===== config.mk =====
export PLATFORM = sky130hd
export DESIGN_NAME = ddr2_cmd_core
export DESIGN_NICKNAME = d
export VERILOG_FILES = /design/src/hw/ddr2_cmd_pkg.sv /design/src/hw/ap_timer.sv /design/src/hw/ddr2_cmd_core.sv
export SDC_FILE = /design/constraint.sdc
export NUM_CORES = 1
export LEC_CHECK = 0
export ABC_CLOCK_PERIOD_IN_PS = 5300
export BUFFER_PORTS_ARGS = -buffer_cell sky130_fd_sc_hd__buf_2
export CORE_UTILIZATION = 45
export CTS_BUF_LIST = sky130_fd_sc_hd__clkbuf_8
export DETAILED_ROUTE_END_ITERATION = 10
export GPL_ROUTABILITY_DRIVEN = 0
export PLACE_DENSITY = 0.69
export SYNTH_ARGS = -nofsm -noshare
export SYNTH_HDL_FRONTEND = slang
export SYNTH_HIERARCHICAL = 1
export SYNTH_SLANG_ARGS = --single-unit

===== constraint.sdc =====
create_clock -name clk_i -period 5.3 [get_ports clk_i]
set_clock_uncertainty 0.2 [all_clocks]
set_input_delay 0.265 -clock clk_i [delete_from_list [all_inputs] [get_ports clk_i]]
set_output_delay 0.265 -clock clk_i [all_outputs]
set_load 0.05 [all_outputs]

===== src/hw/ddr2_cmd_pkg.sv =====
// constants, command and power-state types for the ddr2 command core
// assumes a 40 mhz core clock and an eight-bank part with a 14-bit address bus
package ddr2_cmd_pkg;

  // ----------------------------------------------------------------
  // geometry
  // ----------------------------------------------------------------
  localparam int BANKS = 8;
  localparam int BA_W = 3;
  localparam int ADDR_W = 14;
  localparam int ROW_W = 13;
  localparam int ALL_BANKS_BIT = 10;

  // ----------------------------------------------------------------
  // timing
  // ----------------------------------------------------------------
  localparam int CLK_PERIOD_NS = 25;
  localparam int REFRESH_WINDOW_MS = 64;
  localparam int REFRESH_ROWS = 8192;
  // average refresh spacing, rounded down so the window is always met
  localparam int REFI_CYCLES = REFRESH_WINDOW_MS * 1000000 / REFRESH_ROWS / CLK_PERIOD_NS;
  localparam int DELAY_W = 6;

  // ----------------------------------------------------------------
  // mode register fields
  // ----------------------------------------------------------------
  localparam logic [BA_W-1:0] BA_MR = 3'h0;
  localparam logic [BA_W-1:0] BA_EMR1 = 3'h1;
  localparam int MR_BL_LSB = 0;
  localparam int MR_CL_LSB = 4;
  localparam int MR_DLL_RST_BIT = 8;
  localparam int MR_WR_LSB = 9;
  localparam int MR_PD_SLOW_BIT = 12;
  localparam int EMR_DLL_DIS_BIT = 0;
  localparam int EMR_AL_LSB = 3;
  localparam logic [2:0] BL_CODE_8 = 3'h3;
  localparam logic [2:0] MR_CL_RST = 3'h3;
  localparam logic [2:0] MR_WR_RST = 3'h1;
  localparam logic [2:0] EMR_AL_RST = 3'h0;

  // ----------------------------------------------------------------
  // types
  // ----------------------------------------------------------------
  typedef enum logic [2:0] {
    CMD_DESL, CMD_NOP, CMD_ACT, CMD_PRE, CMD_READ, CMD_WRITE, CMD_MRS, CMD_REF
  } cmd_t;

  typedef enum logic [1:0] {
    PWR_ON, PWR_PPD, PWR_APD, PWR_SREF
  } pwr_t;

  function automatic cmd_t decode_cmd(input logic cs_n, input logic ras_n,
                                      input logic cas_n, input logic we_n);
    cmd_t c;
    c = CMD_DESL;
    if (!cs_n) begin
      unique case ({ras_n, cas_n, we_n})
        3'h7: c = CMD_NOP;
        3'h3: c = CMD_ACT;
        3'h2: c = CMD_PRE;
        3'h5: c = CMD_READ;
        3'h4: c = CMD_WRITE;
        3'h0: c = CMD_MRS;
        3'h1: c = CMD_REF;
        default: c = CMD_NOP;
      endcase
    end
    return c;
  endfunction : decode_cmd

endpackage : ddr2_cmd_pkg


===== src/hw/ap_timer.sv =====
// one-bank auto-precharge countdown
// assumes the loader gives a delay of at least one cycle
`timescale 1ns/100ps
`default_nettype none
module ap_timer #(
  parameter int CNT_W = ddr2_cmd_pkg::DELAY_W
) (
  // clock and reset
  input wire logic clk_i,
  input wire logic arst_n_i,
  // control
  input wire logic load_i,
  input wire logic [CNT_W-1:0] delay_i,
  input wire logic cancel_i,
  // status
  output logic fire_o
);

  logic [CNT_W-1:0] cnt_ff;

  // a fresh load replaces any pending start; zero means idle
  always_ff @(posedge clk_i or negedge arst_n_i) begin
    if (!arst_n_i) begin
      cnt_ff <= '0;
    end else if (load_i) begin
      cnt_ff <= delay_i;
    end else if (cancel_i) begin
      cnt_ff <= '0;
    end else if (cnt_ff != '0) begin
      cnt_ff <= cnt_ff - CNT_W'(1);
    end
  end

  always_ff @(posedge clk_i or negedge arst_n_i) begin
    if (!arst_n_i) begin
      fire_o <= 1'b0;
    end else begin
      fire_o <= !load_i && !cancel_i && (cnt_ff == CNT_W'(1));
    end
  end

endmodule : ap_timer
`default_nettype wire


===== src/hw/ddr2_cmd_core.sv =====
// command decode, bank state, auto-precharge, refresh and power-down core
// assumes command pins are sampled on clk_i and the controller keeps its own spacing
//
// How it works
// - write with a10 high precharges its bank after burst plus write recovery.
// - refresh encoding refreshes using internal row counter, ignoring address.
// - cke low with nop or deselect enters power-down.
// - idle banks give precharge power-down, open row active; input buffers off.
// - dll off in precharge and slow-exit active power-down, on in fast exit.
// - cke high with nop or deselect leaves power-down.
// - commands decode from cs, ras, cas, we; a10 selects all-bank or ap.
// - refresh with cke falling enters self refresh; cke high leaves it at the next clock edge.
// - bank bits select bank or mode register; bl4 bursts never interrupted.
`timescale 1ns/100ps
`default_nettype none
module ddr2_cmd_core #(
  parameter int BANKS = ddr2_cmd_pkg::BANKS,
  parameter int ADDR_W = ddr2_cmd_pkg::ADDR_W,
  parameter int ROW_W = ddr2_cmd_pkg::ROW_W,
  parameter int REFI_CYCLES = ddr2_cmd_pkg::REFI_CYCLES
) (
  // clock and reset
  input wire logic clk_i,
  input wire logic arst_n_i,
  // command pins
  input wire logic cke_i,
  input wire logic cs_n_i,
  input wire logic ras_n_i,
  input wire logic cas_n_i,
  input wire logic we_n_i,
  input wire logic [ddr2_cmd_pkg::BA_W-1:0] ba_i,
  input wire logic [ADDR_W-1:0] addr_i,
  // bank state
  output logic [BANKS-1:0] bank_open_o,
  output logic [BANKS-1:0] ap_start_o,
  // access events
  output logic rd_start_o,
  output logic wr_start_o,
  output logic [ddr2_cmd_pkg::BA_W-1:0] burst_bank_o,
  output logic cmd_illegal_o,
  output logic dll_reset_o,
  // refresh
  output logic refresh_o,
  output logic [ROW_W-1:0] refresh_row_o,
  // power
  output logic pd_precharge_o,
  output logic pd_active_o,
  output logic self_refresh_o,
  output logic in_buf_en_o,
  output logic dll_on_o
);

  // ----------------------------------------------------------------
  // parameter checks
  // ----------------------------------------------------------------
  if (BANKS != (1 << ddr2_cmd_pkg::BA_W)) begin : g_bank_chk
    $error("BANKS must match the bank address width");
  end
  if (ADDR_W <= ddr2_cmd_pkg::MR_PD_SLOW_BIT || REFI_CYCLES < 2) begin : g_addr_chk
    $error("address bus too narrow or refresh interval too short");
  end

  // ----------------------------------------------------------------
  // decode
  // ----------------------------------------------------------------
  localparam int DW = ddr2_cmd_pkg::DELAY_W;

  ddr2_cmd_pkg::cmd_t cmd;
  ddr2_cmd_pkg::pwr_t pwr_ff;
  ddr2_cmd_pkg::pwr_t nxt_pwr;
  logic cke_prev_ff;
  logic in_normal;
  logic nop_like;
  logic all_sel;
  logic any_open;
  logic bl4_busy;
  logic rw_cmd;
  logic rw_ok;
  logic ref_ok;
  logic mrs_ok;
  logic mr_bl8_ff;
  logic [2:0] mr_cl_ff;
  logic [2:0] mr_wr_ff;
  logic [2:0] mr_al_ff;
  logic mr_slow_ff;
  logic emr_dll_dis_ff;
  logic [2:0] burst_cnt_ff;
  logic [DW-1:0] bl_half;
  logic [DW-1:0] wr_ap_delay;
  logic [DW-1:0] rd_ap_delay;
  logic [BANKS-1:0] ap_load;
  logic [BANKS-1:0] pre_hit;
  logic [BANKS-1:0] ap_fire;
  logic [$clog2(REFI_CYCLES)-1:0] sref_cnt_ff;
  logic sref_tick;

  assign cmd = ddr2_cmd_pkg::decode_cmd(cs_n_i, ras_n_i, cas_n_i, we_n_i);
  assign in_normal = (pwr_ff == ddr2_cmd_pkg::PWR_ON) && cke_prev_ff && cke_i;
  assign nop_like = (cmd == ddr2_cmd_pkg::CMD_NOP) || (cmd == ddr2_cmd_pkg::CMD_DESL);
  assign all_sel = addr_i[ddr2_cmd_pkg::ALL_BANKS_BIT];
  assign any_open = |bank_open_o;
  // bl4 bursts run to the end; bl8 follow-ups are the controller's concern
  assign bl4_busy = !mr_bl8_ff && (burst_cnt_ff != 3'h0);
  assign rw_cmd = (cmd == ddr2_cmd_pkg::CMD_READ) || (cmd == ddr2_cmd_pkg::CMD_WRITE);
  assign rw_ok = in_normal && rw_cmd && !bl4_busy && bank_open_o[ba_i];
  // refresh address comes from the internal counter only
  assign ref_ok = in_normal && (cmd == ddr2_cmd_pkg::CMD_REF) && !any_open;
  assign mrs_ok = in_normal && (cmd == ddr2_cmd_pkg::CMD_MRS) && !any_open;

  // ----------------------------------------------------------------
  // auto-precharge delays
  // ----------------------------------------------------------------
  assign bl_half = mr_bl8_ff ? DW'(4) : DW'(2);
  // wl = al + cl - 1 and wr = code + 1, so the ones cancel
  assign wr_ap_delay = DW'(mr_al_ff) + DW'(mr_cl_ff) + bl_half + DW'(mr_wr_ff);
  assign rd_ap_delay = DW'(mr_al_ff) + bl_half;

  for (genvar b = 0; b < BANKS; b++) begin : g_bank
    assign pre_hit[b] = in_normal && (cmd == ddr2_cmd_pkg::CMD_PRE)
                        && (all_sel || (ba_i == ddr2_cmd_pkg::BA_W'(b)));
    assign ap_load[b] = rw_ok && all_sel && (ba_i == ddr2_cmd_pkg::BA_W'(b));
    ap_timer #(
      .CNT_W(DW)
    ) u_ap_timer (
      .clk_i(clk_i),
      .arst_n_i(arst_n_i),
      .load_i(ap_load[b]),
      .delay_i((cmd == ddr2_cmd_pkg::CMD_WRITE) ? wr_ap_delay : rd_ap_delay),
      .cancel_i(pre_hit[b]),
      .fire_o(ap_fire[b])
    );
  end

  assign ap_start_o = ap_fire;

  // ----------------------------------------------------------------
  // bank state
  // ----------------------------------------------------------------
  always_ff @(posedge clk_i or negedge arst_n_i) begin
    if (!arst_n_i) begin
      bank_open_o <= '0;
    end else begin
      for (int b = 0; b < BANKS; b++) begin
        if (in_normal && (cmd == ddr2_cmd_pkg::CMD_ACT)
            && (ba_i == ddr2_cmd_pkg::BA_W'(b))) begin
          bank_open_o[b] <= 1'b1;
        end else if (pre_hit[b] || ap_fire[b]) begin
          bank_open_o[b] <= 1'b0;
        end
      end
    end
  end

  always_ff @(posedge clk_i or negedge arst_n_i) begin
    if (!arst_n_i) begin
      burst_cnt_ff <= 3'h0;
      rd_start_o <= 1'b0;
      wr_start_o <= 1'b0;
      burst_bank_o <= '0;
      cmd_illegal_o <= 1'b0;
    end else begin
      rd_start_o <= rw_ok && (cmd == ddr2_cmd_pkg::CMD_READ);
      wr_start_o <= rw_ok && (cmd == ddr2_cmd_pkg::CMD_WRITE);
      cmd_illegal_o <= in_normal && rw_cmd && !rw_ok;
      if (rw_ok) begin
        burst_cnt_ff <= bl_half[2:0] - 3'h1;
        burst_bank_o <= ba_i;
      end else if (burst_cnt_ff != 3'h0) begin
        burst_cnt_ff <= burst_cnt_ff - 3'h1;
      end
    end
  end

  // ----------------------------------------------------------------
  // mode registers
  // ----------------------------------------------------------------
  always_ff @(posedge clk_i or negedge arst_n_i) begin
    if (!arst_n_i) begin
      mr_bl8_ff <= 1'b0;
      mr_cl_ff <= ddr2_cmd_pkg::MR_CL_RST;
      mr_wr_ff <= ddr2_cmd_pkg::MR_WR_RST;
      mr_slow_ff <= 1'b0;
      mr_al_ff <= ddr2_cmd_pkg::EMR_AL_RST;
      emr_dll_dis_ff <= 1'b0;
      dll_reset_o <= 1'b0;
    end else begin
      dll_reset_o <= mrs_ok && (ba_i == ddr2_cmd_pkg::BA_MR)
                     && addr_i[ddr2_cmd_pkg::MR_DLL_RST_BIT];
      if (mrs_ok && (ba_i == ddr2_cmd_pkg::BA_MR)) begin
        mr_bl8_ff <= addr_i[ddr2_cmd_pkg::MR_BL_LSB +: 3] == ddr2_cmd_pkg::BL_CODE_8;
        mr_cl_ff <= addr_i[ddr2_cmd_pkg::MR_CL_LSB +: 3];
        mr_wr_ff <= addr_i[ddr2_cmd_pkg::MR_WR_LSB +: 3];
        mr_slow_ff <= addr_i[ddr2_cmd_pkg::MR_PD_SLOW_BIT];
      end
      if (mrs_ok && (ba_i == ddr2_cmd_pkg::BA_EMR1)) begin
        mr_al_ff <= addr_i[ddr2_cmd_pkg::EMR_AL_LSB +: 3];
        emr_dll_dis_ff <= addr_i[ddr2_cmd_pkg::EMR_DLL_DIS_BIT];
      end
    end
  end

  // ----------------------------------------------------------------
  // power state
  // ----------------------------------------------------------------
  always_comb begin
    nxt_pwr = pwr_ff;
    unique case (pwr_ff)
      ddr2_cmd_pkg::PWR_ON: begin
        if (cke_prev_ff && !cke_i) begin
          if ((cmd == ddr2_cmd_pkg::CMD_REF) && !any_open) begin
            nxt_pwr = ddr2_cmd_pkg::PWR_SREF;
          end else if (nop_like) begin
            nxt_pwr = any_open ? ddr2_cmd_pkg::PWR_APD : ddr2_cmd_pkg::PWR_PPD;
          end
        end
      end
      ddr2_cmd_pkg::PWR_PPD, ddr2_cmd_pkg::PWR_APD: begin
        if (cke_i && nop_like) begin
          nxt_pwr = ddr2_cmd_pkg::PWR_ON;
        end
      end
      ddr2_cmd_pkg::PWR_SREF: begin
        // exit needs no settled command decode: cke alone ends it
        if (cke_i) begin
          nxt_pwr = ddr2_cmd_pkg::PWR_ON;
        end
      end
    endcase
  end

  always_ff @(posedge clk_i or negedge arst_n_i) begin
    if (!arst_n_i) begin
      pwr_ff <= ddr2_cmd_pkg::PWR_ON;
      cke_prev_ff <= 1'b0;
      pd_precharge_o <= 1'b0;
      pd_active_o <= 1'b0;
      self_refresh_o <= 1'b0;
      in_buf_en_o <= 1'b1;
      dll_on_o <= 1'b1;
    end else begin
      pwr_ff <= nxt_pwr;
      cke_prev_ff <= cke_i;
      pd_precharge_o <= nxt_pwr == ddr2_cmd_pkg::PWR_PPD;
      pd_active_o <= nxt_pwr == ddr2_cmd_pkg::PWR_APD;
      self_refresh_o <= nxt_pwr == ddr2_cmd_pkg::PWR_SREF;
      in_buf_en_o <= nxt_pwr == ddr2_cmd_pkg::PWR_ON;
      dll_on_o <= !emr_dll_dis_ff
                  && (nxt_pwr != ddr2_cmd_pkg::PWR_PPD)
                  && (nxt_pwr != ddr2_cmd_pkg::PWR_SREF)
                  && !((nxt_pwr == ddr2_cmd_pkg::PWR_APD) && mr_slow_ff);
    end
  end

  // ----------------------------------------------------------------
  // refresh
  // ----------------------------------------------------------------
  // self refresh paces itself at the average interval, keeping the 64 ms window
  assign sref_tick = (pwr_ff == ddr2_cmd_pkg::PWR_SREF)
                     && (sref_cnt_ff == ($clog2(REFI_CYCLES))'(REFI_CYCLES - 1));

  always_ff @(posedge clk_i or negedge arst_n_i) begin
    if (!arst_n_i) begin
      sref_cnt_ff <= '0;
    end else if ((pwr_ff != ddr2_cmd_pkg::PWR_SREF) || sref_tick) begin
      sref_cnt_ff <= '0;
    end else begin
      sref_cnt_ff <= sref_cnt_ff + ($clog2(REFI_CYCLES))'(1);
    end
  end

  always_ff @(posedge clk_i or negedge arst_n_i) begin
    if (!arst_n_i) begin
      refresh_o <= 1'b0;
      refresh_row_o <= '0;
    end else begin
      refresh_o <= ref_ok || sref_tick;
      if (ref_ok || sref_tick) begin
        refresh_row_o <= refresh_row_o + ROW_W'(1);
      end
    end
  end

endmodule : ddr2_cmd_core
`default_nettype wire


After elaboration in Yosys (flattened, before gate mapping)
Index checks and enable logic that the tools add are counted.
Cells by class
  magnitude comparators: 1
  eq/ne operators: 38
  reduce and logical (&&, ||, !) cells: 143
  muxes and demuxes: 56
  add/subtract/negate cells: 16
Operators with widths (count)
  $mux 6: 25
  $logic_and 1x1->1: 67
  $eq 6x1->1 const B: 8
  $reduce_bool 6->1: 8
  $sub 6x1->6 const B: 8
  $eq 3x3->1 const B: 10
  $reduce_bool 3->1: 9
  $logic_not 1->1: 23
  $eq 3x2->1 const B: 7
  $logic_or 1x1->1: 20
  $pmux 3 s6: 1
  $reduce_bool 2->1: 9
  $mux 1: 17
  $add 13x1->13 const B: 1
  $mux 2: 6
  $mux 3: 4
  $add 9x1->9 const B: 1
  $eq 3x1->1 const B: 3
  $eq 9x9->1 const B: 1
  $logic_not 3->1: 3
  $mux 9: 1
  $add 3x3->4: 2
  $eq 2x2->1 const B: 4
  $reduce_or 8->1: 1
  11 further kinds: 15
Storage, ports and cells
  register bits after elaboration: 117
  word-level logic and storage cells: 300
  output and inout bits: 42

Logic depth before layout (Yosys ltp)
Gate-level depths: netlist of the first run.
  word-level depth: 13
  depth in mapped cells: 12

Cells and area by module
The synthesis of the first run kept the hierarchy.
By module, submodules not included
  ap_timer: sequential area each 175.2 um^2, cells an instance 48, area an instance 449.2 um^2, instances 8
  ddr2_cmd_core: sequential area each 1532.7 um^2, cells an instance 302, area an instance 3260.6 um^2, instances 1

Worst setup path after synthesis of the first run
OpenSTA, ideal clock, no wires.
  kind: reg2reg
  start: register mr_cl_ff[2]
  end: register g_bank[0].u_ap_timer.cnt_ff[3]
  slack: 2.333 ns
  arrival: 2.680 ns
  setup time: 0.087 ns
  stages on the path, launching flop included: 9
  path through: dfrtp_1 -> fa_1 -> fa_1 -> ha_1 -> inv_1 -> fa_1 -> o21ai_0 -> nand2_1 -> o211ai_1
Between the ends
  cells in the longest elaborated chain, start to end: 5
Ends and longest elaborated chain
  start, declared: line ddr2_cmd_core.sv:82  | logic [2:0] mr_cl_ff;
  start signal, assigned: line ddr2_cmd_core.sv:180  | mr_cl_ff <= ddr2_cmd_pkg::MR_CL_RST;
  start signal, assigned: line ddr2_cmd_core.sv:191  | mr_cl_ff <= addr_i[ddr2_cmd_pkg::MR_CL_LSB +: 3];
  $add 3x3->4: line ddr2_cmd_core.sv:115  | assign wr_ap_delay = DW'(mr_al_ff) + DW'(mr_cl_ff) + bl_half + DW'(mr_wr_ff);
  $add 4x3->5: line ddr2_cmd_core.sv:115
  $add 5x3->6: line ddr2_cmd_core.sv:115
  $mux 6: line ddr2_cmd_core.sv:128  | .delay_i((cmd == ddr2_cmd_pkg::CMD_WRITE) ? wr_ap_delay : rd_ap_delay),
  $mux 6: line ap_timer.sv:25  | end else if (load_i) begin
  end signal, assigned: line ap_timer.sv:26  | cnt_ff <= delay_i;
  end signal, assigned: line ap_timer.sv:30  | cnt_ff <= cnt_ff - CNT_W'(1);
  end, declared: line ap_timer.sv:19  | logic [CNT_W-1:0] cnt_ff;
No other way between the ends.
A chain may end at the register's enable or synchronous reset.

Final worst setup path of the first run
  start: register pwr_ff[0]
  end: register g_bank[1].u_ap_timer.cnt_ff[2]
Between the ends
  cells in the longest elaborated chain, start to end: 9
Ends and longest elaborated chain
  start, declared: line ddr2_cmd_core.sv:69  | ddr2_cmd_pkg::pwr_t pwr_ff;
  start signal, assigned: line ddr2_cmd_core.sv:233  | pwr_ff <= ddr2_cmd_pkg::PWR_ON;
  start signal, assigned: line ddr2_cmd_core.sv:241  | pwr_ff <= nxt_pwr;
  $logic_not 2->1 *: line ddr2_cmd_core.sv:98  | assign in_normal = (pwr_ff == ddr2_cmd_pkg::PWR_ON) && cke_prev_ff && cke_i;
  $logic_and 1x1->1 * (2 in series): line ddr2_cmd_core.sv:98
  $logic_and 1x1->1 * (3 in series): line ddr2_cmd_core.sv:105  | assign rw_ok = in_normal && rw_cmd && !bl4_busy && bank_open_o[ba_i];
  $logic_and 1x1->1 * (2 in series): line ddr2_cmd_core.sv:121  | assign ap_load[b] = rw_ok && all_sel && (ba_i == ddr2_cmd_pkg::BA_W'(b));
  named net ap_load[1]: line ddr2_cmd_core.sv:91  | logic [BANKS-1:0] ap_load;
  $reduce_bool 3->1 (no source line) or $mux 6 (tied branches)
  end signal, assigned: line ap_timer.sv:26
  end signal, assigned: line ap_timer.sv:30
  end, declared: line ap_timer.sv:19
The timed path passes the listed nets; every way through them passes the cells marked *.

==> qor.yml, run 1 <==
maxSlewHeadroom: 0.3031
cts_sinks: 117
hold_viol: 0
die_y_um: 125.4
setup_viol: 0
max_stage_delay_ps: 800
vdd_drop_max_uv: 263.6
fin_ws_ps: 1777
cts_buffer_depth: 2
pre_cts_ws_ps: 1815
wl_met1_mm: 7.539
cts_hold_buf: 17
ys_top_cells_by_area: "dfrtp_1 (41%), ha_1 (5.7%), xnor2_1 (2.9%)"
vias_per_cell: 5.821
vias: 5600
cpMostUsedCell: "nand2_1"
max_freq_mhz: 283.9
antenna_found_initial: 1
drv_slew: 0
crit_slowest_cell: "nor3_1"
rrSetupSlack_ps: 1780
worstHoldStart: "cas_n_i"
synth_seq_area_share: 0.4281
wl_met2_mm: 7.973
wire_per_inst_um: 17.47
dp_cells: 912
synthCells: 686
die_area_mm2: 0.01573
p_leak_uw: 0.003570
drc: 16
drive_above_1_share: 0.1673
yosys.cell_types.count: 59
cts-root-buf: "clkbuf_8"
end_kind: "flop"
status: "finished with violations"
path_clk_slew_ps: 80
r2r-end: "g_bank[1].u_ap_timer/cnt_ff[2]"
htreeDepth: 4
layout_common_cells: "dfrtp_1 (112), buf_2 (62), nand2_1 (52)"
synth_ff_type: "dfrtp_1"
critPathMaxFanout: 9
crit_path_start_kind: "flop"
io_pins: 66
cap_violations: 0
p_per_area_mw_per_mm2: 478.8
grtUsageTotal: 0.2271
wirelength_mm: 16.81
dp_hpwl_mm: 11.62
syn_area_mm2: 0.006854
cts_setup_buffers: 0
synth_top_area_cell: "dfrtp_1"
design.core.area_mm2: 0.01470
synth-seq-cells: 117
grt_max_degree: 79
area_growth_pct: 14.60
fp-row-count: 44
cp_cell_sequence: "inv_1 -> ha_1 -> and3_1 -> o2111ai_1 -> nor4_2 -> nand2_1 -> nor3_1 -> nor2_1 -> a32oi_1 -> nand2_1"
cts_inserted_buffers: 17
min_delay_worst_endpoint: "cmd_illegal_o"
ys_async_sr_fraction: 1.000
die_x_um: 125.4
postCtsResizedCells: 0
path_class: "flop to flop"
dr_wl_met3_um: 955
gr-total-overflow: 0
clk_latency_ps: 450
grt_pass1_vias: 5715
detail-route-antenna-nets: 0
nets: 826
crit_arrival_ps: 3660
synth_top_area_share: 0.4089
highest_layer: "met4"
finalCritPeriodShare: 0.6647
min_path_type: "input pin to flop"
grt_first_pass_wirelength_mm: 28.39
first_pass_iters: 11
setup-tns-final_ps: 0
start_util: 0.4663
synth-edff-count: 0
synth_warnings: 6
rsz0062_at_grt: "no"
tightest_slew_ps: 1038
final_common_cell: "dfrtp_1"
ff2ff_path_depth: 10
initialDrtViolationCount: 408
fin_crit_ps: 3523
violations: "design-rule violations"
required_ps: 5440
layout.cells.non_filler: 962
r2r-start: "pwr_ff[0]"
syn_area_per_cell_um2: 9.991
io_buffers: 63
min_path_cells: 4
cts_tree: "yes"
==> logic make-up (layout without fill, tap and decap cells) <==
kind of cell	after synthesis	count (layout)	synth area share
buffers and inverters	88	164	0.05093
AO/OA/AOI/OAI	137	137	0.1541
adder cells (fa/ha/maj)	38	38	0.07703
other	1	17	0.0005471
AND/OR/NAND/NOR	257	257	0.2198
XOR/XNOR	28	28	0.03578
flip-flops	117	117	0.4281
multiplexers	20	20	0.03377
==> how the worst max path moves through the flow <==
stage	startpoint	endpoint	slack (ps)	cells after the start
floorplan	mr_cl_ff[2]	g_bank[0].u_ap_timer/cnt_ff[3]	2330	8
global placement	mr_cl_ff[2]	g_bank[1].u_ap_timer/cnt_ff[3]	1860	8
global route	pwr_ff[0]	g_bank[1].u_ap_timer/cnt_ff[3]	1560	10
finish	pwr_ff[0]	g_bank[1].u_ap_timer/cnt_ff[2]	1780	10
CTS	mr_cl_ff[2]	g_bank[4].u_ap_timer/cnt_ff[3]	1810	8
detailed placement	mr_cl_ff[2]	g_bank[4].u_ap_timer/cnt_ff[3]	1810	8
==> critical path, delay by kind of cell (launching register included) <==
kind	cells	cell delay (ps)
AND/OR/NAND/NOR	6	1970
AO/OA/AOI/OAI	2	510
flip-flops	1	400
adder cells (fa/ha/maj)	1	240
buffers and inverters	1	80
==> where the power goes <==
part           switching (uW)  total, uW  internal (uW)
registers                 395       1570           1170
logic                     811       1420            604
clock network             407        779            372
==> per-layer routing <==
metal / vias to the layer above / track usage
met5: - / 0
met4: 0 / 0.08824
met3: 25 / 0.05819
met2: 170 / 0.3687
met1: 2746 / 0.2906
li1: 2659 / -
==> final cells by class <==
| class | count | area, um2 |
|---|---|---|
| fillers | 1313 | 6844 |
| multi-input cells | 496 | 3627 |
| flip-flops and latches | 117 | 2934 |
| repair buffers | 83 | 510.5 |
| clock buffers | 17 | 234.0 |
| well taps | 184 | 230.2 |
| inverters | 49 | 183.9 |
| clock inverters | 15 | 132.6 |
| diodes | 1 | 2.502 |
==> Yosys cell counts (4+ instances only) <==
cell type / n
dfrtp_1: 112
nand2_1: 52
inv_1: 49
nor2_1: 38
ha_1: 31
clkbuf_1: 26
o31ai_1: 25
nor3_1: 24
and3_1: 23
xnor2_1: 23
a32o_1: 16
or4_1: 16
mux2_2: 15
nand3_1: 14
o21ai_0: 14
and2_1: 12
buf_2: 12
a211oi_1: 10
nor3b_1: 10
o2111ai_1: 10
nand2b_1: 9
nor4_1: 9
a211o_1: 8
a32oi_1: 8
and4b_1: 8
nand4b_1: 8
o211ai_1: 8
o21a_1: 8
o21ai_1: 8
o22ai_1: 8
or3b_1: 8
a21oi_1: 7
fa_1: 7
nand4_1: 6
dfstp_2: 5
xor2_1: 5
mux2i_1: 4
nor2b_1: 4
==> registers in the layout (all words and copies together), names as in the netlist, 2 cells and up <==
| signal | cells |
|---|---|
| bank_open_o | 8 |
| g_bank.u_ap_timer/fire_o | 8 |
| burst_cnt_ff | 3 |
| mr_al_ff | 3 |
| mr_cl_ff | 3 |
| mr_wr_ff | 3 |
| g_bank.u_ap_timer/cnt_ff | 48 |
| pwr_ff | 2 |
| burst_bank_o | 3 |
| refresh_row_o | 13 |
| sref_cnt_ff | 9 |
==> through the flow <==
step           power (uW)  hold slack [ps]    util  cell area [um2]
3_5_place_dp         2973            186.1  0.4977             7316
4_1_cts              3767            13.29  0.5342             7853
5_1_grt              4014            37.45  0.5342             7853
2_1_floorplan        2620           -230.6       -             6910
6_report             3761            32.23  0.5344             7855
3_3_place_gp         2865            174.8  0.4977             7316
(Power assumes the default switching activity.)
==> run 2: changes to the inputs <==
- ABC_CLOCK_PERIOD_IN_PS: 5300 -> 3400
- clock period: 5.3 -> 3.4 ns (I/O delays scaled with it)
==> run 2 against run 1 <==
Against the previous run:
- the run still ends with design-rule violations left
- clock-buffer cell count rose by 1
- via count fell by 0.57%
- critical path depth did not move
- critical endpoint is now g_bank[6].u_ap_timer/cnt_ff[2]
- power rose by 59%
==> qor.yml, run 2 (synthesis results as in run 1) <==
tightest_slew_ps: 718.4
gr-total-overflow: 0
end_kind: "flop"
crit_slowest_cell: "dfrtp_1"
max_stage_delay_ps: 400
p_per_area_mw_per_mm2: 748.4
cpMostUsedCell: "and3_1"
cap_violations: 0
path_class: "flop to flop"
critPathMaxFanout: 11
top_regs: "g_bank.u_ap_timer/cnt_ff (48), refresh_row_o (13), sref_cnt_ff (9)"
largest_reg_flops: 48
die_y_um: 125.4
io_buffers: 63
p_leak_uw: 0.003639
cts_tree: "yes"
fp-row-count: 44
cts-root-buf: "clkbuf_8"
cts_buffer_depth: 2
grt_max_degree: 67
crit_arrival_ps: 3140
detail-route-antenna-nets: 0
min_path_type: "input pin to flop"
dp_hpwl_mm: 11.41
fin_crit_ps: 3017
rsz0062_at_grt: "no"
die_area_mm2: 0.01573
area_growth_pct: 16.34
layout_common_cells: "dfrtp_1 (112), buf_2 (62), nand2_1 (52)"
wire_per_inst_um: 16.83
grtUsageTotal: 0.2200
crit_path_start_kind: "flop"
status: "finished with violations"
required_ps: 3520
grt_pass1_vias: 5514
nets: 834
drive_above_1_share: 0.1720
io_pins: 66
cts_inserted_buffers: 17
setup-tns-final_ps: 0
die_x_um: 125.4
htreeDepth: 4
fillCellCount: 1305
drc: 8
antenna_cells: 0
hold_viol: 0
antenna_found_initial: 0
setup_viol: 0
violations: "design-rule violations"
vias: 5568
wirelength_mm: 16.31
design.core.area_mm2: 0.01470
cp_cell_sequence: "inv_1 -> ha_1 -> and3_1 -> o2111ai_1 -> nor4_2 -> buf_4 -> and3_1 -> nor2_1 -> a32oi_1 -> nand2_1"
min_path_cells: 3
final_common_cell: "dfrtp_1"
regMostFlops: "g_bank.u_ap_timer/cnt_ff"
path_clk_slew_ps: 70
finalPower_uw: 5968
cts_sinks: 117
grt_first_pass_wirelength_mm: 27.26
finalCritPeriodShare: 0.8873
max_freq_mhz: 331.5
vdd_drop_max_uv: 431.8
start_util: 0.4663
cts_setup_buffers: 0
initialDrtViolationCount: 328
clk_latency_ps: 450
vias_per_cell: 5.746
drv_slew: 0
first_pass_iters: 8
ff2ff_path_depth: 10
maxSlewHeadroom: 0.5174
==> run 2: cell count changes in the layout (fill, tap and decap cells not counted), moves of 2 or more <==
cell           before  now
buf_4               4    8
bufinv_16           1    3
clkinv_2            3    5
clkinv_4            4    2
dlygate4sd3_1      17   20
inv_6               3    1
o21ai_0            12   14
o21ai_1            10    8
==> run 2: layer usage <==
layer,part of all wire,GRT usage,vias up
li1,-,-,2669
met1,0.46,0.2865,2730
met2,0.47,0.3608,147
met3,0.050,0.04964,22
met4,0.015,0.07676,0
met5,0,0,-
==> run 2: worst paths after layout <==
check | start | endpoint | slack, ps
min in group asynchronous | arst_n_i | mr_slow_ff | 110
max | pwr_ff[0] | g_bank[6].u_ap_timer/cnt_ff[2] | 380
min reg2reg | emr_dll_dis_ff | dll_on_o | 190
max reg2reg | pwr_ff[0] | g_bank[6].u_ap_timer/cnt_ff[2] | 380
min | ba_i[1] | bank_open_o[7] | 40
max in group asynchronous | arst_n_i | g_bank[0].u_ap_timer/cnt_ff[3] | 2110
==> run 2: area by class of cell <==
cell class                      count  area (um2)  area share
Multi-Input combinational cell    496        3627      0.4549
Sequential cell                   117        2934      0.3680
Timing Repair Buffer               91       590.6     0.07406
Clock buffer                       18       247.7     0.03107
Tap cell                          184       230.2     0.02887
Inverter                           49       183.9     0.02307
Clock inverter                     14       160.2     0.02008
==> run 2: through the flow <==
stage / setup WS [ps] / cell area (um2) / instances / utilization / hold slack (ps)
finish: 383.3 / 7974 / 969 / 0.5425 / 44.03
global route: 144.0 / 7974 / 969 / 0.5425 / 46.85
CTS: 412.5 / 7974 / 969 / 0.5425 / 5.437
detailed placement: 424.2 / 7366 / 917 / 0.5011 / 59.34
global placement: 494.7 / 7366 / 917 / 0.5011 / 55.37
floorplan: 433.3 / 6910 / 701 / - / -325.6
==> run 2: power by group <==
group | switching, uW | leakage (uW) | internal [uW] | total (uW)
clock | 582 | 0.000210 | 737 | 1320
combinational | 1270 | 0.00194 | 943 | 2210
sequential | 611 | 0.00149 | 1830 | 2440
==> run 2: repair_timing <==
action	4_1_cts	5_1_grt
endpoints found under the hold margin	76	0
hold buffers	20	0
gates resized for setup	0	0
endpoints found under the setup margin	0	0
==> run 2: critical path: cells and delay by family, from the launching register on <==
kind / cells / cell delay, ps
adders and majority gates: 1 / 270
buffers and inverters: 2 / 350
DFF: 1 / 400
AOI/OAI and AO/OA: 2 / 470
and+or+nand+nor: 5 / 1210
==> run 3: changes to the inputs <==
==> constraint.sdc (replaced) <==
create_clock -name clk_i -period 3.4 [get_ports clk_i]
set_clock_uncertainty 0.2 [all_clocks]
set_input_delay 0.34 -clock clk_i [delete_from_list [all_inputs] [get_ports clk_i]]
set_output_delay 0.34 -clock clk_i [all_outputs]
set_load 0.05 [all_outputs]
==> run 3 against run 2 <==
Against the previous run:
- the flow still finishes with violations (design-rule violations)
- maximum frequency decreased by 2.5%
- power increased by 0.99%
- register-to-register slack got worse by 80 ps
- final area unchanged
- clock-buffer cell count decreased by 1
- setup slack got worse by 76 ps
- die area unchanged
- utilization unchanged
- cell count increased by 0.10%
- non-clock buffer count unchanged
- sequential power about the same
- critical path type unchanged
- largest power group unchanged
- highest routed layer unchanged
==> qor.yml, run 3 (synthesis results as in run 1) <==
whs_ps: 36.44
tightest_slew_ps: 730.3
setup_viol: 0
max_freq_mhz: 323.3
cts_inserted_buffers: 17
cts_buffer_depth: 2
htreeDepth: 4
io_buffers: 63
path_clk_slew_ps: 80
first_pass_iters: 11
regMostFlops: "g_bank.u_ap_timer/cnt_ff"
drive_above_1_share: 0.1796
required_ps: 3530
drc: 16
violations: "design-rule violations"
place_area_mm2: 0.007391
status: "finished with violations"
initialDrtViolationCount: 325
drv_slew: 0
area_growth_pct: 16.34
fin_crit_ps: 3093
final_common_cell: "dfrtp_1"
io_pins: 66
fin_area_mm2: 0.007974
wire_per_inst_um: 17.15
nets: 834
grt_max_degree: 53
end_kind: "flop"
cts_tree: "yes"
cts-root-buf: "clkbuf_8"
grt_first_pass_wirelength_mm: 27.91
setup-tns-final_ps: 0
fp-row-count: 44
wirelength_mm: 16.63
vias: 5663
rsz0062_at_grt: "no"
min_path_type: "input pin to flop"
die_x_um: 125.4
top_regs: "g_bank.u_ap_timer/cnt_ff (48), refresh_row_o (13), sref_cnt_ff (9)"
grtUsageTotal: 0.2257
critPathMaxFanout: 9
detail-route-antenna-nets: 0
path_class: "flop to flop"
p_per_area_mw_per_mm2: 755.8
min_path_cells: 2
ff2ff_path_depth: 12
hold_viol: 0
maxSlewHeadroom: 0.5094
dp_hpwl_mm: 11.60
die_area_mm2: 0.01573
crit_path_start_kind: "flop"
largest_reg_flops: 48
design.core.area_mm2: 0.01470
finalCritPeriodShare: 0.9097
fillCellCount: 1267
cp_cell_sequence: "inv_1 -> ha_1 -> and3_1 -> o2111ai_1 -> nor4_2 -> buf_4 -> nand2_1 -> nor3_1 -> buf_4 -> nor2_1 -> a32oi_1 -> nand2_1"
layout_common_cells: "dfrtp_1 (112), buf_2 (62), nand2_1 (52)"
cp_top_family: "simple AND/OR/NAND/NOR gates"
p_leak_uw: 0.003642
gr-total-overflow: 0
start_util: 0.4663
cap_violations: 0
crit_arrival_ps: 3230
die_y_um: 125.4
grt_pass1_vias: 5597
antenna_found_initial: 1
vdd_drop_max_uv: 511.0
critPathBufInv: 3
cp.depth: 12
cts_setup_buffers: 0
clk_latency_ps: 460
crit_slowest_cell: "dfrtp_1"
max_stage_delay_ps: 400
vias_per_cell: 5.838
cts_sinks: 117
## run 3: layer usage
metal	GRT usage	vias to the layer above	part of all wire
li1	-	2672	-
met1	0.2929	2784	0.45
met2	0.3687	179	0.48
met3	0.05220	28	0.059
met4	0.08178	0	0.017
met5	0	-	0
## run 3: cell type report
type / count / area [um2] / area share
multi-input cells: 496 / 3627 / 0.4549
flip-flops and latches: 117 / 2934 / 0.3680
repair buffers: 91 / 565.5 / 0.07092
clock buffers: 17 / 234.0 / 0.02934
well taps: 184 / 230.2 / 0.02887
clock inverters: 15 / 196.4 / 0.02464
inverters: 49 / 183.9 / 0.02307
diodes: 1 / 2.502 / 0.0003138
## run 3: worst paths after layout
kind | from | endpoint | slack [ps]
worst min register to register | emr_dll_dis_ff | dll_on_o | 200
worst max-delay path | pwr_ff[0] | g_bank[1].u_ap_timer/cnt_ff[2] | 310
min in group asynchronous | arst_n_i | emr_dll_dis_ff | 260
worst min-delay path | cas_n_i | refresh_o | 40
worst max register to register | pwr_ff[0] | g_bank[1].u_ap_timer/cnt_ff[2] | 310
max in group asynchronous | arst_n_i | mr_cl_ff[0] | 1920
## run 3: timing repair
item | 4_1_cts | 5_1_grt
hold buffers | 15 | 0
endpoints found under the hold margin | 62 | 0
gates resized for setup | 0 | 0
## run 3: worst reg2reg max path: stages, from the launching register on
cell and delay (ps):
dfrtp_1 400, inv_1 110, ha_1 270, and3_1 270, o2111ai_1 220, nor4_2 310, buf_4 220, nand2_1 110
nor3_1 210, buf_4 200, nor2_1 150, a32oi_1 230, nand2_1 80
## run 3: stage by stage
stage / utilization / std cells / total power [uW] / worst slack (ps)
after floorplan: - / 701 / 4084 / 433.3
after global placement: 0.5028 / 922 / 4463 / 443.7
after detailed placement: 0.5028 / 922 / 4623 / 345.2
after CTS: 0.5423 / 969 / 6045 / 376.7
after global routing: 0.5423 / 969 / 6457 / 37.16
final: 0.5425 / 970 / 6027 / 306.9
## run 3: report_power, final
part           total, uW  internal (uW)  switching [uW]
registers           2430           1830             603
logic               2210            939            1270
clock network       1390            744             648
